--- config.mk ---
export PLATFORM = sky130hd
export DESIGN_NAME = rdp_top
export DESIGN_NICKNAME = d
export VERILOG_FILES = /design/src/logic/rdp_sync.v /design/src/logic/rdp_ram_engine.v /design/src/logic/rdp_top.v
export VERILOG_INCLUDE_DIRS = /design/src /design/src/logic
export SDC_FILE = /design/constraint.sdc
export NUM_CORES = 1
export LEC_CHECK = 0
export ABC_AREA = 0
export BUFFER_PORTS_ARGS = -buffer_cell sky130_fd_sc_hd__buf_2
export CAP_MARGIN = 10
export CORE_ASPECT_RATIO = 1.2
export CORE_MARGIN = 2
export CORE_UTILIZATION = 30
export CTS_CLUSTER_DIAMETER = 50
export CTS_CLUSTER_SIZE = 8
export DETAILED_ROUTE_END_ITERATION = 16
export SLEW_MARGIN = 20
export SYNTH_ARGS = -nofsm -noshare
export SYNTH_HDL_FRONTEND = slang
export SYNTH_SLANG_ARGS = --single-unit
--- constraint.sdc ---
create_clock -name CLK -period 3.5 [get_ports CLK]
set_clock_uncertainty 0.15 [all_clocks]
set_input_delay 0.875 -clock CLK [delete_from_list [all_inputs] [get_ports CLK]]
set_output_delay 0.875 -clock CLK [all_outputs]
set_load 0.01 [all_outputs]
--- src/logic/rdp_map.vh ---
// rdp_map.vh: constants and behaviour notes for the realtime debug port
`ifndef RDP_MAP_VH
`define RDP_MAP_VH
// Notes on behaviour
// - each received frame carries its command code in bits 16 to 19
// - 000/100/101 monitor, 110 interrupt, 010 read, 011 write, 1111 recover
// - bit 19 is not stored; it only matters for recover
// - recover returns the port to normal work without system reset
// - read fetches RAM only in cycles the CPU leaves RAM free
// - RAM accesses are word aligned; two low address bits forced to zero
// - read data returns as one whole 32-bit word per output frame
// - the write happens in the third frame after the data frame, CPU-free cycles
// - write reads the word before and after writing, both sent back
// - monitor returns data at the address the CPU last touched
// - interrupt command raises the CPU request and returns monitor data
// - system reset leaves serial out and acknowledge high
// - acknowledge pulses low after a command; one period for monitor
// - ack width 1 monitor or irq, 2 read, 3 write or data, 4 recover
`define RDP_FRAME_MSB 31
`define RDP_LAST_BIT 5'h1f
`define RDP_CMD_LSB 16
`define RDP_CMD_MSB 18
`define RDP_RCV_BIT 19
`define RDP_ADDR_MSB 15
`define RDP_CMD_MON0 3'h0
`define RDP_CMD_MON1 3'h4
`define RDP_CMD_MON2 3'h5
`define RDP_CMD_IRQ 3'h6
`define RDP_CMD_READ 3'h2
`define RDP_CMD_WRITE 3'h3
`define RDP_CMD_ALL1 3'h7
`define RDP_RAM_LO 16'h4000
`define RDP_WORD_MASK 16'hfffc
`define RDP_ACK_NONE 3'h0
`define RDP_ACK_MON 3'h1
`define RDP_ACK_READ 3'h2
`define RDP_ACK_WRITE 3'h3
`define RDP_ACK_RCV 3'h4
`define RDP_WR_LAG 2'h1
`define RDP_RCV_ONES 7'h40
`define RDP_IDLE_WORD 32'hffffffff
`endif

--- src/logic/rdp_sync.v ---
// rdp_sync.v: two-stage synchroniser for pin inputs
`timescale 1ns/1ps
module rdp_sync #(
    parameter W = 2
) (
    input wire clk,
    input wire rst_b,
    input wire [W-1:0] d,
    output reg [W-1:0] q
);
    reg [W-1:0] meta_reg;

    // first stage feeds only the second stage
    always @(posedge clk or negedge rst_b)
    begin
        if (!rst_b)
        begin
            meta_reg <= {W{1'b1}};
            q <= {W{1'b1}};
        end
        else
        begin
            meta_reg <= d;
            q <= meta_reg;
        end
    end
endmodule // rdp_sync

--- src/logic/rdp_ram_engine.v ---
// rdp_ram_engine.v: RAM access sequencer using CPU-free cycles
`timescale 1ns/1ps
module rdp_ram_engine (
    input wire clk,
    input wire rst_b,
    input wire clear,
    input wire start,
    input wire do_write,
    input wire [15:0] addr,
    input wire [31:0] wdata,
    input wire cpu_next,
    input wire [31:0] ram_rdata,
    output reg ram_en,
    output reg ram_we,
    output reg [15:0] ram_addr,
    output reg [31:0] ram_wdata,
    output reg [31:0] pre_data,
    output reg [31:0] post_data,
    output reg done,
    output wire busy
);
    localparam S_IDLE = 3'h0;
    localparam S_RD1 = 3'h1;
    localparam S_W1 = 3'h2;
    localparam S_C1 = 3'h3;
    localparam S_WR = 3'h4;
    localparam S_RD2 = 3'h5;
    localparam S_W2 = 3'h6;
    localparam S_C2 = 3'h7;

    reg [2:0] state_reg;
    reg write_reg;

    assign busy = (state_reg != S_IDLE);

    // cpu_next warns one cycle ahead, so registered strobes never collide
    always @(posedge clk or negedge rst_b)
    begin
        if (!rst_b)
        begin
            state_reg <= S_IDLE;
            write_reg <= 1'b0;
            ram_en <= 1'b0;
            ram_we <= 1'b0;
            ram_addr <= 16'h0000;
            ram_wdata <= 32'h00000000;
            pre_data <= 32'h00000000;
            post_data <= 32'h00000000;
            done <= 1'b0;
        end
        else if (clear)
        begin
            state_reg <= S_IDLE;
            ram_en <= 1'b0;
            ram_we <= 1'b0;
            done <= 1'b0;
        end
        else
        begin
            ram_en <= 1'b0;
            ram_we <= 1'b0;
            done <= 1'b0;
            case (state_reg)
                S_IDLE:
                    if (start)
                    begin
                        ram_addr <= addr;
                        ram_wdata <= wdata;
                        write_reg <= do_write;
                        state_reg <= S_RD1;
                    end
                S_RD1, S_RD2:
                    if (!cpu_next)
                    begin
                        ram_en <= 1'b1;
                        state_reg <= (state_reg == S_RD1) ? S_W1 : S_W2;
                    end
                S_W1:
                    state_reg <= S_C1;
                S_W2:
                    state_reg <= S_C2;
                S_C1:
                begin
                    pre_data <= ram_rdata;
                    state_reg <= write_reg ? S_WR : S_IDLE;
                    done <= ~write_reg;
                end
                S_WR:
                    if (!cpu_next)
                    begin
                        ram_en <= 1'b1;
                        ram_we <= 1'b1;
                        state_reg <= S_RD2;
                    end
                S_C2:
                begin
                    post_data <= ram_rdata;
                    state_reg <= S_IDLE;
                    done <= 1'b1;
                end
                default:
                    state_reg <= S_IDLE;
            endcase
        end
    end
endmodule // rdp_ram_engine

--- src/logic/rdp_top.v ---
// rdp_top.v: serial realtime debug port with dedicated RAM path
`timescale 1ns/1ps
`include "rdp_map.vh"
module rdp_top (
    // clock and reset
    input wire CLK,
    input wire RST_B,
    // serial link from the debug host
    input wire DBG_SHIFT_CLOCK,
    input wire DBG_SERIAL_IN,
    output reg DBG_SERIAL_OUT,
    output reg DBG_ACK_PULSE,
    // interrupt request to the CPU
    output reg DBG_IRQ,
    // CPU activity tap
    input wire CPU_RAM_NEXT,
    input wire CPU_ACC_VALID,
    input wire [15:0] CPU_ACC_ADDR,
    // dedicated RAM port
    output wire RAM_EN,
    output wire RAM_WE,
    output wire [15:0] RAM_ADDR,
    output wire [31:0] RAM_WDATA,
    input wire [31:0] RAM_RDATA
);
    // ack width in shift clock periods for a received command
    function [2:0] ack_width;
        input [2:0] cmd;
        input b19;
        begin
            case (cmd)
                `RDP_CMD_MON0, `RDP_CMD_MON1, `RDP_CMD_MON2, `RDP_CMD_IRQ:
                    ack_width = `RDP_ACK_MON;
                `RDP_CMD_READ:
                    ack_width = `RDP_ACK_READ;
                `RDP_CMD_WRITE:
                    ack_width = `RDP_ACK_WRITE;
                `RDP_CMD_ALL1:
                    ack_width = b19 ? `RDP_ACK_RCV : `RDP_ACK_NONE;
                default:
                    ack_width = `RDP_ACK_NONE;
            endcase
        end
    endfunction

    // word-aligned form of a 16-bit byte address
    function [15:0] word_addr;
        input [15:0] a;
        begin
            word_addr = a & `RDP_WORD_MASK;
        end
    endfunction

    wire [1:0] sync_q;
    wire sclk_q = sync_q[1];
    wire sin_q = sync_q[0];
    reg sclk_prev_reg;
    reg [4:0] bitcnt_reg;
    reg [31:0] rx_reg;
    reg [6:0] ones_reg;
    reg [31:0] tx_word_reg;
    reg [2:0] ack_cnt_reg;
    reg [15:0] cpu_addr_reg;
    reg [31:0] resp_reg;
    reg [31:0] resp2_reg;
    reg resp2_valid_reg;
    reg data_wait_reg;
    reg wr_ok_reg;
    reg wr_armed_reg;
    reg [1:0] wr_frames_reg;
    reg [15:0] wr_addr_reg;
    reg [31:0] wr_data_reg;
    reg eng_write_seq_reg;
    wire [31:0] eng_pre;
    wire [31:0] eng_post;
    wire eng_done;
    wire eng_busy;

    // both link pins cross into CLK through two flops
    rdp_sync #(
        .W(2)
    ) u_sync (
        .clk(CLK),
        .rst_b(RST_B),
        .d({DBG_SHIFT_CLOCK, DBG_SERIAL_IN}),
        .q(sync_q)
    );

    // edges of the host clock, seen in CLK
    wire sclk_rise = sclk_q & ~sclk_prev_reg;
    wire sclk_fall = ~sclk_q & sclk_prev_reg;
    // lsb first, new bit enters at the top
    wire [31:0] frame_word = {sin_q, rx_reg[`RDP_FRAME_MSB:1]};
    // 64 ones in a row, whatever the framing, means recover
    wire recover = sclk_rise & sin_q & (ones_reg == (`RDP_RCV_ONES - 7'h01));
    wire frame_done = sclk_rise & (bitcnt_reg == `RDP_LAST_BIT) & ~recover;

    // command field of the finished frame
    // only bits 16 to 18 kept as the command
    wire [2:0] cmd = frame_word[`RDP_CMD_MSB:`RDP_CMD_LSB];
    wire cmd_b19 = frame_word[`RDP_RCV_BIT];
    wire [15:0] cmd_addr = word_addr(frame_word[`RDP_ADDR_MSB:0]);
    // host addresses below the RAM window are never used
    wire addr_ok = (cmd_addr >= `RDP_RAM_LO);
    // memory commands are dropped while a write sequence owns the engine
    // post-write word must not be overwritten
    wire eng_free = ~eng_busy & ~wr_armed_reg & ~data_wait_reg & ~resp2_valid_reg;

    reg eng_start;
    reg eng_write;
    reg [15:0] eng_addr;
    reg irq_fire;

    // decide which RAM access a finished frame launches
    always @*
    begin
        eng_start = 1'b0;
        eng_write = 1'b0;
        eng_addr = word_addr(cpu_addr_reg);
        irq_fire = 1'b0;
        if (frame_done && wr_armed_reg && (wr_frames_reg == `RDP_WR_LAG))
        begin
            // write launched as the third frame after data begins
            eng_start = wr_ok_reg;
            eng_write = 1'b1;
            eng_addr = wr_addr_reg;
        end
        else if (frame_done && !data_wait_reg)
        begin
            case (cmd)
                // monitor reads the last CPU address
                `RDP_CMD_MON0, `RDP_CMD_MON1, `RDP_CMD_MON2:
                    eng_start = eng_free;
                `RDP_CMD_IRQ:
                begin
                    eng_start = eng_free;
                    irq_fire = 1'b1;
                end
                `RDP_CMD_READ:
                begin
                    eng_start = eng_free & addr_ok;
                    eng_addr = cmd_addr;
                end
                default:
                    eng_start = 1'b0;
            endcase
        end
    end

    // serial front end: bit count, receive shift, ones run
    always @(posedge CLK or negedge RST_B)
    begin
        if (!RST_B)
        begin
            sclk_prev_reg <= 1'b1;
            bitcnt_reg <= 5'h00;
            rx_reg <= 32'h00000000;
            ones_reg <= 7'h00;
        end
        else
        begin
            sclk_prev_reg <= sclk_q;
            // host data sampled on rising edges
            if (sclk_rise)
            begin
                rx_reg <= frame_word;
                // recovery realigns the frame counter too
                bitcnt_reg <= recover ? 5'h00 : bitcnt_reg + 5'h01;
                if (!sin_q)
                    ones_reg <= 7'h00;
                else if (ones_reg != `RDP_RCV_ONES)
                    ones_reg <= ones_reg + 7'h01;
            end
        end
    end

    // transmit and acknowledge pins
    always @(posedge CLK or negedge RST_B)
    begin
        if (!RST_B)
        begin
            DBG_SERIAL_OUT <= 1'b1;
            DBG_ACK_PULSE <= 1'b1;
            tx_word_reg <= `RDP_IDLE_WORD;
            ack_cnt_reg <= 3'h0;
        end
        else if (recover)
        begin
            DBG_SERIAL_OUT <= 1'b1;
            DBG_ACK_PULSE <= 1'b0;
            tx_word_reg <= `RDP_IDLE_WORD;
            ack_cnt_reg <= `RDP_ACK_RCV;
        end
        else if (frame_done)
        begin
            // one whole word per output frame
            tx_word_reg <= resp_reg;
            DBG_SERIAL_OUT <= resp_reg[0];
            // ack low once a frame is taken, stays high for codes with no ack width
            // width from command, data frame counts as write
            ack_cnt_reg <= data_wait_reg ? `RDP_ACK_WRITE : ack_width(cmd, cmd_b19);
            DBG_ACK_PULSE <= data_wait_reg ? 1'b0 :
                (ack_width(cmd, cmd_b19) == `RDP_ACK_NONE);
        end
        else
        begin
            // later bits change on falling edges
            if (sclk_fall && (bitcnt_reg != 5'h00))
                DBG_SERIAL_OUT <= tx_word_reg[bitcnt_reg];
            // ack released after its count of rising edges
            if (sclk_rise && (ack_cnt_reg != 3'h0))
            begin
                ack_cnt_reg <= ack_cnt_reg - 3'h1;
                if (ack_cnt_reg == 3'h1)
                    DBG_ACK_PULSE <= 1'b1;
            end
        end
    end

    // write pipeline: address frame, data frame, lag frames
    always @(posedge CLK or negedge RST_B)
    begin
        if (!RST_B)
        begin
            data_wait_reg <= 1'b0;
            wr_ok_reg <= 1'b0;
            wr_armed_reg <= 1'b0;
            wr_frames_reg <= 2'h0;
            wr_addr_reg <= 16'h0000;
            wr_data_reg <= 32'h00000000;
        end
        else if (recover)
        begin
            data_wait_reg <= 1'b0;
            wr_armed_reg <= 1'b0;
        end
        else if (frame_done)
        begin
            if (data_wait_reg)
            begin
                // frame after the command is write data
                wr_data_reg <= frame_word;
                data_wait_reg <= 1'b0;
                wr_armed_reg <= 1'b1;
                wr_frames_reg <= 2'h0;
            end
            else if (wr_armed_reg)
            begin
                if (wr_frames_reg == `RDP_WR_LAG)
                    wr_armed_reg <= 1'b0;
                else
                    wr_frames_reg <= wr_frames_reg + 2'h1;
            end
            else if (cmd == `RDP_CMD_WRITE)
            begin
                // bad address still swallows its data frame
                data_wait_reg <= 1'b1;
                wr_ok_reg <= addr_ok & ~eng_busy;
                wr_addr_reg <= cmd_addr;
            end
        end
    end

    // response words, last CPU address and interrupt pulse
    always @(posedge CLK or negedge RST_B)
    begin
        if (!RST_B)
        begin
            resp_reg <= `RDP_IDLE_WORD;
            resp2_reg <= `RDP_IDLE_WORD;
            resp2_valid_reg <= 1'b0;
            eng_write_seq_reg <= 1'b0;
            cpu_addr_reg <= `RDP_RAM_LO;
            DBG_IRQ <= 1'b0;
        end
        else
        begin
            DBG_IRQ <= irq_fire;
            if (CPU_ACC_VALID)
                cpu_addr_reg <= CPU_ACC_ADDR;
            if (eng_start)
                eng_write_seq_reg <= eng_write;
            if (recover)
            begin
                resp_reg <= `RDP_IDLE_WORD;
                resp2_valid_reg <= 1'b0;
            end
            else if (eng_done)
            begin
                // pre-write word first, post-write word next
                resp_reg <= eng_pre;
                resp2_reg <= eng_post;
                resp2_valid_reg <= eng_write_seq_reg;
            end
            else if (frame_done && resp2_valid_reg)
            begin
                resp_reg <= resp2_reg;
                resp2_valid_reg <= 1'b0;
            end
        end
    end

    // RAM path runs beside the CPU, never stalls it
    rdp_ram_engine u_engine (
        .clk(CLK),
        .rst_b(RST_B),
        .clear(recover),
        .start(eng_start),
        .do_write(eng_write),
        .addr(eng_addr),
        .wdata(wr_data_reg),
        .cpu_next(CPU_RAM_NEXT),
        .ram_rdata(RAM_RDATA),
        .ram_en(RAM_EN),
        .ram_we(RAM_WE),
        .ram_addr(RAM_ADDR),
        .ram_wdata(RAM_WDATA),
        .pre_data(eng_pre),
        .post_data(eng_post),
        .done(eng_done),
        .busy(eng_busy)
    );
endmodule // rdp_top

==> out/metrics.yaml, run 1 <==
rows: 87
routedWlPerCell_microns: 16.0
startpoint_type: "flop"
dpl.cell_count: 1786
insertion_delay_ns: 0.59
core-area_sq_um: 47100
drt_iter0_drc: 326
syn_to_final_growth_pct: 19.6
htreeDepth: 2
grt_overflow: 0
cts-hold-fix-buffers: 0
grt_pass1_wl_microns: 50000
power_density_nw_per_um2: 663
worstPathRequired_ns: 3.82
crit_slowest_cell: "dfrtp_1"
regArea_sq_um: 8490
synth-seq-cells: 334
dpl_cell_area_sq_um: 15600
n_antenna_cell: 0
gp_congestion: 0.753
dieHeight_microns: 243
clock_sinks: 334
fp.dieArea_sq_um: 49600
synth_top_family_by_area: "multiplexers"
multi_input_area_sq_um: 5470
portBuffers: 102
ant_nets: 0
synth.top_cell.area_share_pct: 40.1
clockBufferDepth: 3
fmax_mhz: 321
ys_async_sr_fraction_pct: 100
cpMostUsedCell: "ha_1"
max_stage_delay_ns: 0.49
synth-edff-count: 0
crit_path_max_fanout: 15
ir_drop_v: 0.000481
synthCells: 1105
crit_chain: "ha_1 > and3_1 > ha_1 > and3b_1 > o311a_1 > nand2_2 > a21oi_4 > buf_4 > mux2_2"
drc_errors: 0
synth_ff_type: "dfrtp_1"
start_util_pct: 30.4
period_needed_ns: 3.12
tns_ns: 0
yosysSeqAreaShare_pct: 59.2
maxCapViolations: 0
first_pass_iters: 4
relSlewSlack_pct: 53.7
grt_pass1_vias: 9067
fillers: 4542
rsz0062_at_grt: "false"
synth_fa_ha_area_share_pct: 0.785
crit_type: "reg -> reg"
die_x_microns: 204
synth_area_sq_um: 14300
avgViaCountPerCell: 4.61
worstPathArrival_ns: 3.44
cellLeakagePower_nw: 8.03
finalSetupViolations: 0
fin_area_sq_um: 17100
cts_buffers: 52
synth_common_cells: "dfrtp_1 (230), nand2_1 (184), mux2_2 (124)"
worst_pin_slew_ns: 0.693
yosysUniqueCellTypes: 59
grt_max_degree: 72
drive_gt1_share_pct: 40.3
antenna_found_initial: 0
avgSynthCellArea_sq_um: 13.0
synth.most_common_cell: "dfrtp_1"
synthMuxAreaShare_pct: 21.4
yosysWarningCount: 0
synthTopCellsByArea: "dfrtp_1 (40%), dfstp_2 (19%), mux2_2 (9.7%)"
drt_wl_total_microns: 30200
cts_resized: 0
synthXorXnorAreaFrac_pct: 0.305
power_mw: 11.4
layout.cells.non_filler: 1883
cts.clk_slew.worst_paths_ns: 0.05
nets: 1281
cts_tree: "done"
outcome: "completed"
yosys.area_share.simple_pct: 8.89
fin_hold_ws_ns: 0.125
hpwl_microns: 19400
track_usage_pct: 12.6
synth-compound-area-share_pct: 6.51
end_kind: "flop"
hold_path_class: "in -> async"
slew_violations: 0
cts_setup_buffers: 0
vias: 8689
io_pins: 107
synth_top_area_cell: "dfrtp_1"
min_period_over_period_pct: 89.0
root_buffer: "clkbuf_16"
finalHoldViolations: 0
-- cells by family after synthesis --
| family | after synthesis |
|---|---|
| xor gates and xnor gates | 5 |
| adders and majority gates | 9 |
| and+or+nand+nor | 288 |
| DFF | 334 |
| AOI/OAI and AO/OA | 138 |
| buffers and inverters | 81 |
| muxes | 249 |
| other | 1 |
-- worst max-delay path: cells and delay by family (launching register included) --
kind,cells,cell delay (ns)
AOI/OAI and AO/OA,2,0.52
DFF,1,0.49
muxes,1,0.37
adders and majority gates,2,0.50
buffers and inverters,1,0.28
and+or+nand+nor,3,0.68
-- per-layer routing --
layer  track usage (%)  part of all wire, %  vias to the layer above
met4              4.10                  2.0                        0
met5                 0                    0                        -
met3              2.66                  4.3                       44
li1                  -                    -                     4115
met1              16.1                   44                     4391
met2              21.2                   49                      139
-- worst paths after layout --
| check | startpoint | to | slack (ns) | cells after the start |
|---|---|---|---|---|
| worst min-delay path | RST_B | u_engine.ram_wdata[9] | 0.12 | 1 |
| min in group CLK | u_sync.meta_reg[0] | u_sync.q[0] | 0.22 | 0 |
| worst max-delay path | bitcnt_reg[1] | u_engine.ram_addr[13] | 0.38 | 9 |
| worst min register to register | u_sync.meta_reg[0] | u_sync.q[0] | 0.22 | 0 |
| max in group asynchronous | RST_B | u_sync.q[0] | 2.24 | 2 |
| worst max register to register | bitcnt_reg[1] | u_engine.ram_addr[13] | 0.38 | 9 |
-- cell usage in the layout (no fill, tap or decap), types with 6 or more instances in the layout --
| cell type | count |
|---|---|
| dfrtp_1 | 229 |
| nand2_1 | 184 |
| mux2_2 | 124 |
| dfstp_2 | 104 |
| buf_2 | 101 |
| mux2_4 | 60 |
| o21ai_0 | 60 |
| clkbuf_16 | 52 |
| mux2i_1 | 37 |
| clkbuf_1 | 32 |
| o22a_1 | 31 |
| nor2_1 | 30 |
| nand3_1 | 26 |
| mux2_1 | 20 |
| buf_4 | 20 |
| a31oi_1 | 15 |
| a21oi_1 | 11 |
| inv_1 | 10 |
| ha_1 | 9 |
| mux4_2 | 8 |
| nand2b_1 | 7 |
| nor3_1 | 6 |
| buf_12 | 6 |
-- through the flow --
step           util, %  setup slack [ns]
2_1_floorplan        -             0.833
3_3_place_gp      33.0             0.292
3_5_place_dp      33.0             0.387
4_1_cts           36.4             0.346
5_1_grt           36.4             0.138
6_report          36.4             0.384
-- report_power, final --
part,internal [mW],total [mW],switching (mW)
clock,2.83,4.60,1.78
combinational,0.892,1.75,0.858
sequential,4.58,5.02,0.441
total,8.30,11.4,3.08
-- layout make-up --
cell class | count | area share, %
Tap cell | 623 | 4.55
Clock inverter | 10 | 0.708
Timing Repair Buffer | 129 | 4.68
Clock buffer | 86 | 8.45
Inverter | 10 | 0.219
Multi-Input combinational cell | 691 | 31.9
Sequential cell | 334 | 49.5
No activity file was read; power rests on OpenSTA's default activity.
==> run 2, diff against run 1 <==
--- a/config.mk
+++ b/config.mk
@@ -6,7 +6,7 @@
 export SDC_FILE = /design/constraint.sdc
 export NUM_CORES = 1
 export LEC_CHECK = 0
-export ABC_AREA = 0
+export ABC_AREA = 1
 export BUFFER_PORTS_ARGS = -buffer_cell sky130_fd_sc_hd__buf_2
 export CAP_MARGIN = 10
 export CORE_ASPECT_RATIO = 1.2
==> out/metrics.yaml, run 2 <==
gr-usage-met1_pct: 17.0
avgViaCountPerCell: 4.50
grt_pass1_wl_microns: 53300
hold_path_class: "in -> async"
synth.top_cell.area_share_pct: 40.4
synth-edff-count: 0
drt_wl_total_microns: 31700
syn_to_final_growth_pct: 18.7
slew_violations: 0
outcome: "completed"
worst_pin_slew_ns: 0.917
grt_busiest_layer: "met2"
cts_setup_buffers: 0
cts-hold-fix-buffers: 0
startpoint_type: "flop"
fp.dieArea_sq_um: 49200
routedWlPerCell_microns: 13.9
cts_tree: "done"
layout_common_cells: "nand2_1 (424), dfrtp_1 (230), o21ai_0 (219)"
crit_slowest_cell: "dfstp_2"
clockBufferDepth: 3
ys_async_sr_fraction_pct: 100
start_util_pct: 30.4
avgSynthCellArea_sq_um: 9.36
drt_iter0_drc: 588
worstReg2RegStart: "u_sync.q[1]"
synth_top_area_cell: "dfrtp_1"
synthCells: 1521
synth-seq-cells: 334
crit_path_max_fanout: 15
drc_errors: 0
synth_area_sq_um: 14200
grt_util_met2_pct: 22.1
cts_buffers: 50
cts_resized: 0
ir_drop_v: 0.000353
yosysUniqueCellTypes: 43
root_buffer: "clkbuf_16"
worstRegToRegCells: 10
r2r_slack_ns: 0.72
maxCapViolations: 0
rows: 87
tns_ns: 0
end_kind: "flop"
cts.clk_slew.worst_paths_ns: 0.05
yosysWarningCount: 0
cp.buffers_inverters: 2
relSlewSlack_pct: 38.6
dpl.cell_count: 2189
io_pins: 107
critPathTopFamily: "simple AND/OR/NAND/NOR gates"
hpwl_microns: 20500
die_x_microns: 203
finalHoldViolations: 0
insertion_delay_ns: 0.59
worstPathArrival_ns: 3.14
grt_pass1_vias: 10500
rsz0062_at_grt: "false"
layout.cells.non_filler: 2281
fmax_mhz: 360
synth_common_cells: "nand2_1 (424), dfrtp_1 (230), o21ai_0 (219)"
fin_hold_ws_ns: 0.114
portBuffers: 102
antenna_found_initial: 1
grt_overflow: 0
yosysSeqAreaShare_pct: 59.6
dieHeight_microns: 243
first_pass_iters: 5
synthTopCellsByArea: "dfrtp_1 (40%), dfstp_2 (19%), nand2_1 (11%)"
worstPathRequired_ns: 3.86
cpMostUsedCell: "nand2_1"
fillers: 4754
final_common_cell: "nand2_1"
drive_gt1_share_pct: 22.6
clock_sinks: 334
ant_nets: 0
power_mw: 12.7
htreeDepth: 2
crit_type: "reg -> reg"
period_needed_ns: 2.78
nets: 1681
track_usage_pct: 13.2
n_antenna_cell: 0
core-area_sq_um: 46900
gp_congestion: 0.768
synth_ff_type: "dfrtp_1"
vias: 10300
crit_chain: "nand2_2 > inv_2 > nand2_2 > a21oi_2 > nand3_2 > inv_2 > nand2_1 > nand2_1 > nand2_1 > nand2_1"
grt_max_degree: 85
min_period_over_period_pct: 79.4
finalSetupViolations: 0
reg2reg_to: "u_engine.ram_addr[13]"
gr-usage-met3_pct: 2.91
cellLeakagePower_nw: 8.07
synth.most_common_cell: "nand2_1"
max_stage_delay_ns: 0.59
power_density_nw_per_um2: 752
## run 2: changes by cell type in the layout (fill, tap and decap cells not counted), moves of 15 or more
cell      delta
a22oi_1     +17
mux2_4      -60
a31oi_1     -15
nand2_1    +240
nor2_1      +24
inv_1      +146
or2_2       +26
o22a_1      -30
mux2_1      -20
o211ai_1    +61
mux2_2      -92
mux2i_1     -37
o21ai_0    +159
## run 2: layout make-up
type	instances	area [sq um]	share of cell area [%]
Inverter	165	622	3.68
Sequential cell	334	8490	50.2
Clock buffer	83	1380	8.14
Timing Repair Buffer	126	763	4.52
Tap cell	623	779	4.61
Clock inverter	9	145	0.859
Multi-Input combinational cell	941	4730	28.0
## run 2: layer usage
metal  share of wire [%]  vias up  routed length (microns)
li1                    -     5108                        -
met1                  45     4913                    14200
met2                  48      181                    15300
met3                 4.1       63                     1300
met4                 2.4        0                      762
met5                   0        -                        0
## run 2: metrics by stage
stage	setup slack [ns]	cell area, sq um	utilization [%]
after global placement	0.775	15400	32.8
after CTS	0.715	16900	36.0
after detailed placement	0.760	15400	32.8
final	0.722	16900	36.0
after global routing	0.522	16900	36.0
after floorplan	1.48	14200	-
## run 2: worst max path at each step
stage                                   endpoint  depth (start not counted)  slack [ns]          start
after floorplan           u_engine.ram_wdata[10]                         15        1.48  bitcnt_reg[0]
after global placement     u_engine.ram_addr[13]                         10        0.77    u_sync.q[1]
after detailed placement   u_engine.ram_addr[13]                         10        0.76    u_sync.q[1]
after CTS                  u_engine.ram_addr[13]                         10        0.72    u_sync.q[1]
after global routing       u_engine.ram_addr[10]                         10        0.52    u_sync.q[1]
final                      u_engine.ram_addr[13]                         10        0.72    u_sync.q[1]
## run 2: logic make-up (layout without fill, tap and decap cells)
| kind of cell | after synthesis | count (layout) | share of synthesized area (%) |
|---|---|---|---|
| adders and majority gates | 9 | 9 | 0.791 |
| AOI/OAI and AO/OA | 334 | 334 | 13.3 |
| and+or+nand+nor | 562 | 562 | 16.4 |
| xor gates and xnor gates | 2 | 2 | 0.123 |
| buffers and inverters | 247 | 383 | 7.23 |
| muxes | 32 | 32 | 2.53 |
| other | 1 | 2 | 0.0263 |
| DFF | 334 | 334 | 59.6 |
## run 2: report_power, final
group | internal, mW | switching, mW
Clock | 2.82 | 1.72
Combinational | 1.04 | 1.49
Sequential | 5.15 | 0.495
Total | 9.01 | 3.70
